**config.mk**
```make
export PLATFORM = sky130hd
export DESIGN_NAME = uft_flow
export DESIGN_NICKNAME = d
export VERILOG_FILES = /design/src/core/uft_pkg.sv /design/src/core/uft_baud.sv /design/src/core/uft_flow.sv /design/src/core/uft_sync.sv
export SDC_FILE = /design/constraint.sdc
export NUM_CORES = 1
export LEC_CHECK = 0
export ABC_CLOCK_PERIOD_IN_PS = 4300
export BUFFER_PORTS_ARGS = -buffer_cell sky130_fd_sc_hd__buf_2
export CAP_MARGIN = 20
export CORE_MARGIN = 2
export CORE_UTILIZATION = 38
export CTS_CLUSTER_SIZE = 24
export DETAILED_ROUTE_END_ITERATION = 16
export PLACE_DENSITY = 0.52
export SYNTH_ARGS = -nofsm -noshare
export SYNTH_HDL_FRONTEND = slang
export SYNTH_SLANG_ARGS = --single-unit
```
**constraint.sdc**
```tcl
create_clock -name i_clk -period 4.3 [get_ports i_clk]
set_input_delay 0.645 -clock i_clk [delete_from_list [all_inputs] [get_ports i_clk]]
set_output_delay 0.645 -clock i_clk [all_outputs]
set_load 0.02 [all_outputs]
```
**src/core/uft_pkg.sv**
```systemverilog
// uft_pkg: register map, field positions, reset values and trigger tables
// for one channel's trigger-level and hardware flow control logic.
// assumes 32-bit apb with word-aligned registers.
package uft_pkg;
   localparam int          AW            = 8;
   localparam logic [7:0]  OFS_FIFO_CTL  = 8'h00;
   localparam logic [7:0]  OFS_FEAT_CTL  = 8'h04;
   localparam logic [7:0]  OFS_ENH_FEAT  = 8'h08;
   localparam logic [7:0]  OFS_MODEM_CTL = 8'h0c;
   localparam logic [7:0]  OFS_INT_EN    = 8'h10;
   localparam logic [7:0]  OFS_INT_SRC   = 8'h14;
   localparam logic [7:0]  OFS_RX_THR    = 8'h18;
   localparam logic [7:0]  OFS_TX_THR    = 8'h1c;
   localparam logic [7:0]  OFS_DIVISOR   = 8'h20;
   localparam logic [7:0]  OFS_CLK_CFG   = 8'h24;
   localparam logic [7:0]  OFS_FLOW_STAT = 8'h28;

   localparam logic [7:0]  RST_BYTE      = 8'h00;
   localparam logic [7:0]  RST_INT_SRC   = 8'h01;
   localparam logic [15:0] RST_DIVISOR   = 16'h0001;
   localparam logic [7:0]  RST_THR       = 8'h01;

   // fifo_control
   localparam int FC_FIFO_EN  = 0;
   localparam int FC_RX_HI    = 7;
   localparam int FC_RX_LO    = 6;
   localparam int FC_TX_HI    = 5;
   localparam int FC_TX_LO    = 4;
   // feature_control
   localparam int FT_TBL_HI   = 7;
   localparam int FT_TBL_LO   = 6;
   localparam int FT_HYS_HI   = 3;
   localparam int FT_HYS_LO   = 0;
   // enhanced_features
   localparam int EF_AUTO_CTS = 7;
   localparam int EF_AUTO_RTS = 6;
   localparam int EF_ENHANCE  = 4;
   // modem_control
   localparam int MC_DTR_MODE = 2;
   localparam int MC_RTS      = 1;
   localparam int MC_DTR      = 0;
   // interrupt_enable / interrupt_source
   localparam int IE_IN_IRQ   = 7;
   localparam int IE_OUT_IRQ  = 6;
   localparam int IS_FLOW     = 5;
   localparam int IS_NONE     = 0;
   // clock_config
   localparam int CC_PRESC4   = 0;
   localparam int CC_OVS8     = 1;

   localparam logic [1:0] TBL_A = 2'b00;
   localparam logic [1:0] TBL_B = 2'b01;
   localparam logic [1:0] TBL_C = 2'b10;
   localparam logic [1:0] TBL_D = 2'b11;

   localparam logic [6:0] LVL_SINGLE = 7'h01;
   localparam logic [6:0] FIFO_DEPTH = 7'h40;
   // receive tables a, b, c; entry 4 stands for a full fifo
   localparam logic [6:0] RX_A [5] = '{7'h01, 7'h04, 7'h08, 7'h0e, 7'h40};
   localparam logic [6:0] RX_B [5] = '{7'h08, 7'h10, 7'h18, 7'h1c, 7'h40};
   localparam logic [6:0] RX_C [5] = '{7'h08, 7'h10, 7'h38, 7'h3c, 7'h40};
   localparam logic [6:0] TX_B [4] = '{7'h10, 7'h08, 7'h18, 7'h1e};
   localparam logic [6:0] TX_C [4] = '{7'h08, 7'h10, 7'h20, 7'h38};
   // hysteresis per feature_control code
   localparam logic [6:0] HYST [16] = '{7'h00, 7'h04, 7'h06, 7'h08,
                                        7'h08, 7'h10, 7'h18, 7'h20,
                                        7'h28, 7'h2c, 7'h30, 7'h34,
                                        7'h0c, 7'h14, 7'h1c, 7'h24};

   localparam logic [1:0] PRESC_DIV4 = 2'h3;
   localparam logic [4:0] OVS_8      = 5'h08;
   localparam logic [4:0] OVS_16     = 5'h10;
endpackage

```
**src/core/uft_baud.sv**
```systemverilog
// uft_baud: prescaler, divisor and oversampling counter producing
// one-cycle sample and bit enables on the system clock.
// assumes divisor and mode come from registers on the same clock.
`timescale 1ns/100ps
module uft_baud #(
   parameter int DIV_W = 16
) (
   input  wire logic             i_clk,
   input  wire logic             i_rst_n,
   input  wire logic             i_presc4,
   input  wire logic             i_ovs8,
   input  wire logic [DIV_W-1:0] i_divisor,
   output logic                  o_sample_tick,
   output logic                  o_bit_tick
);
   initial begin
      if (DIV_W < 2) $error("uft_baud: DIV_W must be at least 2");
   end

   logic [1:0]       presc_cnt;
   logic [DIV_W-1:0] div_cnt;
   logic [4:0]       ovs_cnt;
   wire              presc_tick = !i_presc4 || (presc_cnt == uft_pkg::PRESC_DIV4);
   wire              div_zero   = (i_divisor == '0);
   wire              div_wrap   = (div_cnt >= i_divisor - DIV_W'(1));
   wire              div_tick   = presc_tick && !div_zero && div_wrap;
   wire [4:0]        ovs_len    = i_ovs8 ? uft_pkg::OVS_8 : uft_pkg::OVS_16;
   wire              ovs_wrap   = (ovs_cnt >= ovs_len - 5'h01);

   // a zero divisor parks the generator rather than dividing by 2^n
   always_ff @(posedge i_clk or negedge i_rst_n) begin
      if (!i_rst_n) begin
         presc_cnt     <= 2'h0;
         div_cnt       <= '0;
         ovs_cnt       <= 5'h00;
         o_sample_tick <= 1'b0;
         o_bit_tick    <= 1'b0;
      end else begin
         presc_cnt     <= presc_tick ? 2'h0 : presc_cnt + 2'h1;
         if (presc_tick) begin
            div_cnt    <= div_wrap ? '0 : div_cnt + DIV_W'(1);
         end
         if (div_tick) begin
            ovs_cnt    <= ovs_wrap ? 5'h00 : ovs_cnt + 5'h01;
         end
         o_sample_tick <= div_tick;
         o_bit_tick    <= div_tick && ovs_wrap;
      end
   end
endmodule // uft_baud

```
**src/core/uft_flow.sv**
```systemverilog
// uft_flow: fifo trigger-level selection and automatic hardware flow
// control for one uart channel, with its registers on apb.
// assumes rx level and tx idle come from the channel's own fifo and
// shifter on i_clk; modem pins arrive asynchronously.
`timescale 1ns/100ps
module uft_flow #(
   parameter int DIV_W = 16,
   parameter int LVL_W = 7
) (
   input  wire logic             i_clk,
   input  wire logic             i_resetn,
   input  wire logic             psel,
   input  wire logic             penable,
   input  wire logic             pwrite,
   input  wire logic [7:0]       paddr,
   input  wire logic [31:0]      pwdata,
   output logic      [31:0]      prdata,
   output logic                  pready,
   output logic                  pslverr,
   input  wire logic [LVL_W-1:0] i_rx_level,
   input  wire logic             i_tx_idle,
   input  wire logic             i_cts_n,
   input  wire logic             i_dsr_n,
   output logic                  o_rts_n,
   output logic                  o_dtr_n,
   output logic                  o_tx_allow,
   output logic                  o_rx_accept,
   output logic                  o_fifo_en,
   output logic      [LVL_W-1:0] o_rx_trigger,
   output logic      [LVL_W-1:0] o_tx_trigger,
   output logic                  o_flow_irq,
   output logic                  o_sample_tick,
   output logic                  o_bit_tick
);
   initial begin
      if (LVL_W != 7) $error("uft_flow: LVL_W must be 7 for a 64-entry fifo");
      if (DIV_W < 2 || DIV_W > 32) $error("uft_flow: DIV_W out of range");
   end

   typedef enum logic {UFT_FLOW_ON, UFT_FLOW_OFF} uft_flow_e;

   // reset release
   logic rst_meta;
   logic rst_n;
   always_ff @(posedge i_clk or negedge i_resetn) begin
      if (!i_resetn) begin
         rst_meta <= 1'b0;
         rst_n    <= 1'b0;
      end else begin
         rst_meta <= 1'b1;
         rst_n    <= rst_meta;
      end
   end

   // registers
   logic [7:0]       fifo_control;
   logic [7:0]       feature_control;
   logic [7:0]       enhanced_features;
   logic [7:0]       modem_control;
   logic [7:0]       interrupt_enable;
   logic             flow_event;
   logic [7:0]       rx_threshold_reg;
   logic [7:0]       tx_threshold_reg;
   logic [DIV_W-1:0] divisor;
   logic [1:0]       clock_config;
   logic             tx_halt;
   uft_flow_e        flow_state;
   logic             out_pin_q;
   logic             in_pin_q;

   // apb decode
   wire  acc       = psel && penable;
   wire  wr        = acc && pwrite;
   wire  rd        = acc && !pwrite;
   wire  hit_fc    = (paddr == uft_pkg::OFS_FIFO_CTL);
   wire  hit_ft    = (paddr == uft_pkg::OFS_FEAT_CTL);
   wire  hit_ef    = (paddr == uft_pkg::OFS_ENH_FEAT);
   wire  hit_mc    = (paddr == uft_pkg::OFS_MODEM_CTL);
   wire  hit_ie    = (paddr == uft_pkg::OFS_INT_EN);
   wire  hit_is    = (paddr == uft_pkg::OFS_INT_SRC);
   wire  hit_rt    = (paddr == uft_pkg::OFS_RX_THR);
   wire  hit_tt    = (paddr == uft_pkg::OFS_TX_THR);
   wire  hit_dv    = (paddr == uft_pkg::OFS_DIVISOR);
   wire  hit_cc    = (paddr == uft_pkg::OFS_CLK_CFG);
   wire  hit_st    = (paddr == uft_pkg::OFS_FLOW_STAT);
   wire  hit_any   = hit_fc || hit_ft || hit_ef || hit_mc || hit_ie || hit_is ||
                     hit_rt || hit_tt || hit_dv || hit_cc || hit_st;
   assign pready   = 1'b1;
   assign pslverr  = acc && !hit_any;

   // synchronised modem inputs
   logic [1:0] pins_sync;
   uft_sync #(.WIDTH(2)) u_sync (
      .i_clk   (i_clk),
      .i_rst_n (rst_n),
      .i_async ({i_dsr_n, i_cts_n}),
      .o_sync  (pins_sync)
   );
   wire cts_n_s = pins_sync[0];
   wire dsr_n_s = pins_sync[1];

   // table lookups
   function automatic logic [6:0] rx_table(input logic [1:0] tbl,
                                           input logic [2:0] idx);
      logic [6:0] v;
      v = uft_pkg::FIFO_DEPTH;
      if (tbl == uft_pkg::TBL_A) v = uft_pkg::RX_A[idx];
      if (tbl == uft_pkg::TBL_B) v = uft_pkg::RX_B[idx];
      if (tbl == uft_pkg::TBL_C) v = uft_pkg::RX_C[idx];
      return v;
   endfunction

   function automatic logic [6:0] tx_table(input logic [1:0] tbl,
                                           input logic [1:0] idx);
      logic [6:0] v;
      v = uft_pkg::LVL_SINGLE;
      if (tbl == uft_pkg::TBL_B) v = uft_pkg::TX_B[idx];
      if (tbl == uft_pkg::TBL_C) v = uft_pkg::TX_C[idx];
      return v;
   endfunction

   wire [1:0] tbl     = feature_control[uft_pkg::FT_TBL_HI:uft_pkg::FT_TBL_LO];
   wire [1:0] rx_idx  = fifo_control[uft_pkg::FC_RX_HI:uft_pkg::FC_RX_LO];
   wire [1:0] tx_idx  = fifo_control[uft_pkg::FC_TX_HI:uft_pkg::FC_TX_LO];
   wire       tbl_d   = (tbl == uft_pkg::TBL_D);
   wire       fifo_on = fifo_control[uft_pkg::FC_FIFO_EN];

   wire [6:0] rx_prog = tbl_d ? rx_threshold_reg[6:0] : rx_table(tbl, {1'b0, rx_idx});
   wire [6:0] tx_prog = tbl_d ? tx_threshold_reg[6:0] : tx_table(tbl, tx_idx);
   assign o_fifo_en    = fifo_on;
   assign o_rx_trigger = fifo_on ? rx_prog : uft_pkg::LVL_SINGLE;
   assign o_tx_trigger = fifo_on ? tx_prog : uft_pkg::LVL_SINGLE;

   // halt and resume marks
   wire [6:0] hyst    = uft_pkg::HYST[feature_control[uft_pkg::FT_HYS_HI:
                                                      uft_pkg::FT_HYS_LO]];
   wire [7:0] d_hi    = {1'b0, rx_prog} + {1'b0, hyst};
   wire [7:0] d_lo    = {1'b0, rx_prog} - {1'b0, hyst};
   wire       d_under = (hyst >= rx_prog);
   wire [6:0] abc_hi  = rx_table(tbl, {1'b0, rx_idx} + 3'h1);
   wire [6:0] abc_lo  = (rx_idx == 2'h0) ? 7'h00 :
                        rx_table(tbl, {1'b0, rx_idx} - 3'h1);
   logic [6:0] o_rx_level_q;
   assign     o_rx_level_q = i_rx_level;
   wire [7:0] lvl8    = {1'b0, o_rx_level_q};

   // an underflowing low mark asserts only once the fifo is empty
   wire halt_hit   = tbl_d ? (lvl8 >= d_hi) : (o_rx_level_q >= abc_hi);
   wire resume_hit = tbl_d ? (d_under ? (o_rx_level_q == 7'h00) : (lvl8 < d_lo))
                           : (o_rx_level_q <= abc_lo);

   // rx intake is never gated by flow control, only by a full fifo
   assign o_rx_accept = (o_rx_level_q < uft_pkg::FIFO_DEPTH);

   // output pin selection
   wire dtr_mode  = modem_control[uft_pkg::MC_DTR_MODE];
   wire auto_out  = enhanced_features[uft_pkg::EF_AUTO_RTS];
   wire auto_in   = enhanced_features[uft_pkg::EF_AUTO_CTS];
   wire sw_assert = dtr_mode ? modem_control[uft_pkg::MC_DTR]
                             : modem_control[uft_pkg::MC_RTS];
   wire flow_pin_n = !(sw_assert && (!auto_out || flow_state == UFT_FLOW_ON));
   wire rts_pin_n  = dtr_mode ? !modem_control[uft_pkg::MC_RTS] : flow_pin_n;
   wire dtr_pin_n  = dtr_mode ? flow_pin_n : !modem_control[uft_pkg::MC_DTR];
   assign o_rts_n  = rts_pin_n;
   assign o_dtr_n  = dtr_pin_n;

   // flow state machine: halt/resume marks only act while running
   uft_flow_e  next_flow;
   always_comb begin
      next_flow     = flow_state;
      unique case (flow_state)
         UFT_FLOW_ON: begin
            if (auto_out && sw_assert && halt_hit) next_flow = UFT_FLOW_OFF;
         end
         UFT_FLOW_OFF: begin
            if (!auto_out || !sw_assert || resume_hit) next_flow = UFT_FLOW_ON;
         end
      endcase
   end

   // transmit gating on the selected input
   wire in_pin_n  = dtr_mode ? dsr_n_s : cts_n_s;
   wire gate_stop = auto_in && in_pin_n;
   // halting only between characters, so the stop bit always completes
   wire next_halt = gate_stop ? (tx_halt || i_tx_idle) : 1'b0;
   assign o_tx_allow = !tx_halt && !(gate_stop && i_tx_idle);

   // pin transition events
   wire out_edge  = (flow_pin_n != out_pin_q) && interrupt_enable[uft_pkg::IE_OUT_IRQ];
   wire in_edge   = (in_pin_n != in_pin_q) && interrupt_enable[uft_pkg::IE_IN_IRQ];
   wire is_read   = rd && hit_is;
   // set wins over the clear-on-read; a read clears only an event it reported
   wire seen_clr  = is_read && prdata[uft_pkg::IS_FLOW];
   wire next_event = (out_edge || in_edge) || (flow_event && !seen_clr);
   assign o_flow_irq = flow_event;

   wire ie_wr_ok  = enhanced_features[uft_pkg::EF_ENHANCE];

   always_ff @(posedge i_clk or negedge rst_n) begin
      if (!rst_n) begin
         flow_state <= UFT_FLOW_ON;
         tx_halt    <= 1'b0;
         flow_event <= 1'b0;
         out_pin_q  <= 1'b1;
         in_pin_q   <= 1'b1;
      end else begin
         flow_state <= next_flow;
         tx_halt    <= next_halt;
         flow_event <= next_event;
         out_pin_q  <= flow_pin_n;
         in_pin_q   <= in_pin_n;
      end
   end

   // register writes
   always_ff @(posedge i_clk or negedge rst_n) begin
      if (!rst_n) begin
         fifo_control      <= uft_pkg::RST_BYTE;
         feature_control   <= uft_pkg::RST_BYTE;
         enhanced_features <= uft_pkg::RST_BYTE;
         modem_control     <= uft_pkg::RST_BYTE;
         interrupt_enable  <= uft_pkg::RST_BYTE;
         rx_threshold_reg  <= uft_pkg::RST_THR;
         tx_threshold_reg  <= uft_pkg::RST_THR;
         divisor           <= DIV_W'(uft_pkg::RST_DIVISOR);
         clock_config      <= 2'h0;
      end else if (wr) begin
         if (hit_fc) fifo_control      <= pwdata[7:0];
         if (hit_ft) feature_control   <= pwdata[7:0];
         if (hit_ef) enhanced_features <= pwdata[7:0];
         if (hit_mc) modem_control     <= pwdata[7:0];
         if (hit_ie) begin
            // upper enables stay locked until enhanced mode is on
            interrupt_enable[5:0] <= pwdata[5:0];
            if (ie_wr_ok) interrupt_enable[7:6] <= pwdata[7:6];
         end
         if (hit_rt) rx_threshold_reg  <= pwdata[7:0];
         if (hit_tt) tx_threshold_reg  <= pwdata[7:0];
         if (hit_dv) divisor           <= pwdata[DIV_W-1:0];
         if (hit_cc) clock_config      <= pwdata[1:0];
      end
   end

   // read mux
   logic [7:0] int_src;
   always_comb begin
      int_src                   = 8'h00;
      int_src[uft_pkg::IS_FLOW] = flow_event;
      int_src[uft_pkg::IS_NONE] = !flow_event;
   end

   wire [31:0] stat_word = {16'h0000, 1'b0, o_rx_level_q, 3'h0, tx_halt,
                            dsr_n_s, cts_n_s, dtr_pin_n, rts_pin_n};
   wire [31:0] rd_mux =
      hit_fc ? {24'h000000, fifo_control}      :
      hit_ft ? {24'h000000, feature_control}   :
      hit_ef ? {24'h000000, enhanced_features} :
      hit_mc ? {24'h000000, modem_control}     :
      hit_ie ? {24'h000000, interrupt_enable}  :
      hit_is ? {24'h000000, int_src}           :
      hit_rt ? {24'h000000, rx_threshold_reg}  :
      hit_tt ? {24'h000000, tx_threshold_reg}  :
      hit_dv ? 32'(divisor)                    :
      hit_cc ? {30'h00000000, clock_config}    :
      hit_st ? stat_word                       : 32'h00000000;

   // read data registered during setup so it is stable in the access phase
   always_ff @(posedge i_clk or negedge rst_n) begin
      if (!rst_n) begin
         prdata <= 32'h00000000;
      end else if (psel && !penable && !pwrite) begin
         prdata <= rd_mux;
      end
   end

   uft_baud #(.DIV_W(DIV_W)) u_baud (
      .i_clk         (i_clk),
      .i_rst_n       (rst_n),
      .i_presc4      (clock_config[uft_pkg::CC_PRESC4]),
      .i_ovs8        (clock_config[uft_pkg::CC_OVS8]),
      .i_divisor     (divisor),
      .o_sample_tick (o_sample_tick),
      .o_bit_tick    (o_bit_tick)
   );
endmodule // uft_flow

```
**src/core/uft_sync.sv**
```systemverilog
// uft_sync: two flip-flop synchroniser for asynchronous pin inputs.
// assumes inputs are idle high (active-low modem lines).
`timescale 1ns/100ps
module uft_sync #(
   parameter int WIDTH = 2
) (
   input  wire logic             i_clk,
   input  wire logic             i_rst_n,
   input  wire logic [WIDTH-1:0] i_async,
   output logic      [WIDTH-1:0] o_sync
);
   initial begin
      if (WIDTH < 1) $error("uft_sync: WIDTH must be at least 1");
   end

   genvar g;
   generate
      for (g = 0; g < WIDTH; g++) begin : g_bit
         logic meta;
         always_ff @(posedge i_clk or negedge i_rst_n) begin
            if (!i_rst_n) begin
               meta        <= 1'b1;
               o_sync[g]   <= 1'b1;
            end else begin
               meta        <= i_async[g];
               o_sync[g]   <= meta;
            end
         end
      end
   endgenerate
endmodule // uft_sync

```
==> results by group, run 1 <==
Status
  • Outcome: completed

Power
  • Switching power: 0.911 mW
  • Clock power frac: 45.7%
  • Flop pwr share: 40.5%
  • Sw frac: 27.7%
  • Worst vdd rail ir drop: 275 uV
  • Int Pwr: 2.38 mW
  • Pwr/cell area: 342 mW/mm^2
  • Logic pwr share: 13.8%
  • P_leak: 4.58 nW

Worst setup path
  • Worst r2r path cells: 11
  • Required @ worst endpoint: 4.60 ns
  • Worst Setup EP: u_baud.ovs_cnt[1]
  • CP bufs+invs: 0
  • Slowest CP cell: or4_1
  • CP max FO: 9
  • Crit path largest cell delay: 0.58 ns
  • CP endpoint kind: flop
  • Worst R2R Setup Slack: 0.40 ns
  • Setup CP Type: flop to flop
  • R2R Path Start: divisor[10]
  • CP Depth: 11
  • Crit path cell chain: or4_1, or3_1, nor3_1, xnor2_1, ha_1, a21oi_1, o21ai_0, a2111o_1, o32a_1, nand2_1, mux2_2
  • Crit path DAT: 4.20 ns
  • Critical Path Start: divisor[10]
  • Worst setup SP type: flop
  • FF-to-FF End: u_baud.ovs_cnt[1]
  • CP top delay family: simple AND/OR/NAND/NOR gates

STA
  • Fmax: 257 MHz
  • Max-slew violations: 0
  • Worst clock skew: 0.0184 ns
  • Slew headroom: 42.9%
  • RSZ-0062 raised after global routing: false
  • Final setup margin: 0.405 ns
  • Final setup viols: 0
  • Count of final hold-check violations: 0
  • Fraction of the cycle the final worst path needs: 90.6%
  • Fin Setup TNS: 0 ns
  • Slew @ Worst Pin: 0.856 ns
  • Clock period minus worst slack: 3.90 ns

Cells and area
  • Fraction of layout instances using a drive strength above 1: 23.3%
  • Top Registers: divisor (16), prdata (16), u_baud.div_cnt (16)
  • Layout area overhead: 14.7%
  • Final nets: 1060
  • ANT cells: 0

Placed design
  • Pre-CTS WS: 0.295 ns
  • RD Place Congestion: 0.835
  • HPWL Detailed: 16800 um
  • I/O Buffers: 77

Yosys
  • Synth area leader: dfrtp_1
  • Top cell type's share of synthesized area: 34.9%
  • Synth Flop Type: dfrtp_1
  • Register area share after synthesis: 37.7%
  • Synth Area in Simple Gates: 16.0%
  • Synth Area in XOR/XNOR: 3.76%
  • Post-synth EDFFs: 0
  • Synth cell types: 70
  • Mux cell area share after synthesis: 12.7%
  • Async SR Flop Fraction: 100%
  • Synth Instances: 853
  • Post-synthesis adder-cell area fraction: 11.7%
  • Count leader, synth: dfrtp_1
  • Main combinational cell family by area after synthesis: simple AND/OR/NAND/NOR gates
  • Compound-Gate Fraction of Synth Area: 13.1%
  • Synth warnings: 0
  • Most common library cells after synthesis: 117 x dfrtp_1, 75 x ha_1, 72 x nor2_1
  • Post-Syn Area: 0.00839 mm^2
  • Syn avg cell area: 9.84 um^2
  • Seq cells post-synth: 126
  • Synth area leaders: dfrtp_1 35%, ha_1 11%, mux2_2 9.5%, nor2_1 3.2%, nand2_1 2.9%

Detailed routing
  • Routed WL: 22400 um
  • Post-route ant nets: 0
  • Wire per inst: 18.3 um
  • Vias: 6493
  • DRC viols: 0
  • DR pass1 iterations: 4
  • DR iter-0 viols: 357
  • Via-to-Cell Ratio: 5.32

Global routing
  • Largest net degree at the start of global routing: 62
  • Grt total ovfl: 0
  • Number of global-route vias before repair: 6403
  • GRT Util Overall: 19.6%
  • Initial antenna violation count: 0
  • First-pass GRT wire length: 36200 um

Min path
  • Min-delay worst type: primary input to flop

Flow run
  • Maxcap violations: 0

Floorplan
  • Row cnt: 54
  • Die Span X: 153 um
  • Initial Util: 38.6%
  • Die Ht: 153 um
  • Top-Level Pins: 111
  • Die area: 0.0233 mm^2
  • Core Box Area: 0.0218 mm^2

CTS
  • CTS buffer count: 17
  • H-tree levels: 4
  • Clock tree from TritonCTS: done
  • Clk_lat worst skew: 0.42 ns
  • CTS clock-pin slew for the worst setup and hold paths: 0.06 ns
  • CTS max path bufs: 2
  • Root Driver: clkbuf_16
  • # clock sinks: 126
==> kinds of logic (layout without fill, tap and decap cells) <==
logic type	count (synthesis)	count (layout)
buffers and inverters	89	160
adder cells (fa/ha/maj)	77	77
multiplexers	94	94
AND/OR/NAND/NOR	266	266
XOR/XNOR	36	36
AO/OA/AOI/OAI	163	163
flip-flops	126	126
other	2	19
==> power groups by stage <==
stage	clock [mW]	sequential [mW]	combinational, mW
final	1.51	1.33	0.453
after global routing	1.60	1.35	0.517
after global placement	0	1.36	0.446
after CTS	1.54	1.34	0.457
after detailed placement	0	1.36	0.454
after floorplan	0	1.36	0.306
==> worst min path at each step <==
stage / startpoint / endpoint / slack [ns] / depth (start not counted)
after floorplan: rst_meta / rst_n / 0.33 / 0
after global placement: rst_meta / rst_n / 0.33 / 0
after detailed placement: rst_meta / rst_n / 0.34 / 0
after CTS: i_dsr_n / u_sync.g_bit[1].meta / 0.31 / 1
after global routing: i_cts_n / u_sync.g_bit[0].meta / 0.31 / 1
final: i_dsr_n / u_sync.g_bit[1].meta / 0.33 / 1
==> metal layers <==
metal / share of wire, % / GRT usage [%]
met5: 0 / 0
met4: 0.71 / 4.63
met3: 3.8 / 2.84
met2: 45 / 30.7
met1: 50 / 28.6
==> placed cells by master (no fill, tap or decap), drive strengths merged, types with 4 or more instances in the layout <==
master and count:
buf 86, dfrtp 117, o31ai 6, a21oi 37, or2 4, mux2 79
and3 12, dfstp 9, nor4 7, nand2 65, clkbuf 20, a211o 6
o21ai 37, a21o 7, or3 5, ha 75, conb 19, o221ai 5
mux2i 15, inv 43, a2111oi 4, nor3 18, and2 11, nor2 73
nand2b 12, a22oi 7, o21a 7, nand3 26, xor2 15, nand4 7
a221oi 11, nor2b 11, clkinv 7, xnor2 21, a211oi 8
==> worst register-to-register path, delay by kind of cell (launching register included) <==
kind | cells | cell delay (ns)
simple gates | 4 | 1.42
xor+xnor | 1 | 0.16
compound gates | 4 | 1.14
flops | 1 | 0.44
mux | 1 | 0.36
fa+ha+maj | 1 | 0.28
==> timing repair <==
action	4_1_cts	5_1_grt
setup endpoints to repair	0	1
hold buffers	1	0
endpoints found under the hold margin	2	0
buffers inserted	0	0
gates resized for setup	0	1
==> final cells by class <==
cell class	count	area (um^2)
sequential	126	3170
tap	280	350
multi-input combinational	655	4880
inverter	41	154
timing repair buffer	87	463
clock buffer	20	457
clock inverter	12	158
fill	2155	12100
==> per-stage QoR <==
stage | instances | util, % | instance area (um^2) | total power [mW] | hold slack (ns)
finish | 1221 | 44.2 | 9630 | 3.29 | 0.325
global route | 1221 | 44.2 | 9630 | 3.46 | 0.311
CTS | 1221 | 44.2 | 9620 | 3.33 | 0.310
detailed placement | 1188 | 41.4 | 9000 | 1.81 | 0.339
global placement | 1188 | 41.4 | 9000 | 1.80 | 0.334
floorplan | 870 | - | 8460 | 1.66 | 0.331
No activity file was read; power rests on OpenSTA's default activity.
==> run 2: changes to the inputs <==
- MAX_ROUTING_LAYER: default -> met4
==> results by group, run 2 (synthesized netlist as in run 1, its figures left out) <==
Status
  • Outcome: completed (unchanged)

Detailed routing
  • DR iter-0 viols: 339 (was 357)
  • DRC viols: 0 (unchanged)
  • Wire per inst: 18.3 um (about the same)
  • Via-to-Cell Ratio: 5.33 (was 5.32)
  • DR pass1 iterations: 4 (unchanged)
  • Vias: 6502 (was 6493)
  • Post-route ant nets: 0 (unchanged)
  • Routed WL: 22300 um (was 22400 um)

Floorplan
  • Die Ht: 153 um (unchanged)
  • Die Span X: 153 um (unchanged)
  • Row cnt: 54 (unchanged)
  • Die area: 0.0233 mm^2 (unchanged)
  • Top-Level Pins: 111 (unchanged)
  • Core Box Area: 0.0218 mm^2 (unchanged)
  • Initial Util: 38.6% (unchanged)

Placed design
  • Placed Area: 0.00900 mm^2 (unchanged)
  • I/O Buffers: 77 (unchanged)
  • DP Cell Count: 1188 (unchanged)
  • HPWL Detailed: 16800 um (unchanged)
  • RD Place Congestion: 0.848 (was 0.835)

Power
  • Overall Power: 3.29 mW (about the same)
  • Pwr/cell area: 342 mW/mm^2 (about the same)
  • Int Pwr: 2.38 mW (about the same)
  • Logic pwr share: 13.8% (about the same)
  • Clock power frac: 45.6% (was 45.7%)
  • Sw frac: 27.6% (was 27.7%)
  • Worst vdd rail ir drop: 275 uV (about the same)
  • P_leak: 4.58 nW (unchanged)
  • Flop pwr share: 40.6% (was 40.5%)
  • Switching power: 0.908 mW (was 0.911 mW)

CTS
  • Post-CTS setup buffer count: 0 (unchanged)
  • Clk_lat worst skew: 0.42 ns (about the same)
  • Clock tree from TritonCTS: done (unchanged)
  • CTS buffer count: 17 (unchanged)
  • CTS clock-pin slew for the worst setup and hold paths: 0.06 ns (about the same)
  • CTS max path bufs: 2 (unchanged)
  • Root Driver: clkbuf_16 (unchanged)
  • H-tree levels: 4 (unchanged)
  • # clock sinks: 126 (unchanged)

STA
  • Final setup viols: 0 (unchanged)
  • Slew headroom: 43.6% (was 42.9%)
  • RSZ-0062 raised after global routing: false (unchanged)
  • Fin Setup TNS: 0 ns (unchanged)
  • Fmax: 256 MHz (was 257 MHz)
  • Slew @ Worst Pin: 0.846 ns (was 0.856 ns)
  • Clock period minus worst slack: 3.90 ns (about the same)
  • Worst hold slack: 0.327 ns (was 0.325 ns)
  • Max-slew violations: 0 (unchanged)
  • Count of final hold-check violations: 0 (unchanged)
  • Worst clock skew: 0.0160 ns (was 0.0184 ns)
  • Fraction of the cycle the final worst path needs: 90.8% (was 90.6%)

Global routing
  • Largest net degree at the start of global routing: 62 (unchanged)
  • GRT Util Overall: 20.2% (was 19.6%)
  • Initial antenna violation count: 0 (unchanged)
  • Number of global-route vias before repair: 6395 (was 6403)
  • Grt total ovfl: 0 (unchanged)
  • First-pass GRT wire length: 36200 um (about the same)

Cells and area
  • Fin cells: 1221 (unchanged)
  • Top Registers: divisor (16), prdata (16), u_baud.div_cnt (16) (unchanged)
  • Fin area: 0.00963 mm^2 (unchanged)
  • Commonest non-fill, non-tap cell in the layout: dfrtp_1 (unchanged)
  • Fraction of layout instances using a drive strength above 1: 23.3% (unchanged)
  • Layout area overhead: 14.7% (unchanged)
  • Filler instances: 2155 (unchanged)
  • ANT cells: 0 (unchanged)
  • Most frequent cells in the layout: 116 x dfrtp_1, 77 x buf_2, 74 x ha_1 (unchanged)
  • Final nets: 1060 (unchanged)

Min path
  • Min-delay worst type: primary input to flop (unchanged)

Worst setup path
  • Worst setup SP type: flop (unchanged)
  • Required @ worst endpoint: 4.60 ns (about the same)
  • Crit path DAT: 4.21 ns (was 4.20 ns)
  • Setup CP Type: flop to flop (unchanged)
  • CP max FO: 9 (unchanged)
  • CP endpoint kind: flop (unchanged)

Flow run
  • Maxcap violations: 0 (unchanged)
-- run 2: power groups by stage --
stage	clock network, mW	registers, mW	logic, mW
global route	1.60	1.35	0.517
floorplan	0	1.36	0.306
detailed placement	0	1.36	0.454
global placement	0	1.36	0.446
CTS	1.54	1.34	0.457
finish	1.50	1.33	0.454
-- run 2: worst paths after layout --
check / from / to / slack (ns) / cells past startpoint
hold reg to reg: rst_meta / rst_n / 0.35 / 0
min in group asynchronous: rst_n / prdata[3] / 0.44 / 0
max in group asynchronous: rst_n / out_pin_q / 2.86 / 1
hold / removal: i_dsr_n / u_sync.g_bit[1].meta / 0.33 / 1
setup / recovery: divisor[10] / u_baud.ovs_cnt[1] / 0.40 / 11
setup reg to reg: divisor[10] / u_baud.ovs_cnt[1] / 0.40 / 11
-- run 2: timing repair --
item	4_1_cts	5_1_grt
hold endpoints to repair	2	0
setup endpoints to repair	0	1
gates resized for setup	0	1
hold buffers	1	0
-- run 2: cell type report --
| type | count | area (um^2) | area share (%) |
|---|---|---|---|
| Clock inverter | 12 | 158 | 1.64 |
| Timing Repair Buffer | 87 | 463 | 4.81 |
| Sequential cell | 126 | 3170 | 32.9 |
| Inverter | 41 | 154 | 1.60 |
| Multi-Input combinational cell | 655 | 4880 | 50.7 |
| Tap cell | 280 | 350 | 3.64 |
| Clock buffer | 20 | 457 | 4.74 |
-- run 2: routing by layer --
layer	share of wire (%)	GRT usage [%]	wire [um]
met5	0	-	0
met4	0.70	4.50	155
met3	4.1	2.82	923
met2	45	30.6	10100
met1	50	28.8	11100
-- run 2: metrics by stage --
step | utilization [%] | setup slack, ns
after floorplan | - | 0.545
after global placement | 41.4 | 0.343
after detailed placement | 41.4 | 0.295
after CTS | 44.2 | 0.282
after global routing | 44.2 | 0.0217
final | 44.2 | 0.397
-- run 2: worst max-delay path, stage by stage, from the launching register on --
cell,delay [ns]
dfrtp_1,0.44
or4_1,0.58
or3_1,0.37
nor3_1,0.22
xnor2_1,0.16
ha_1,0.28
a21oi_1,0.17
o21ai_0,0.15
a2111o_1,0.40
o32a_1,0.42
nand2_1,0.25
mux2_2,0.36
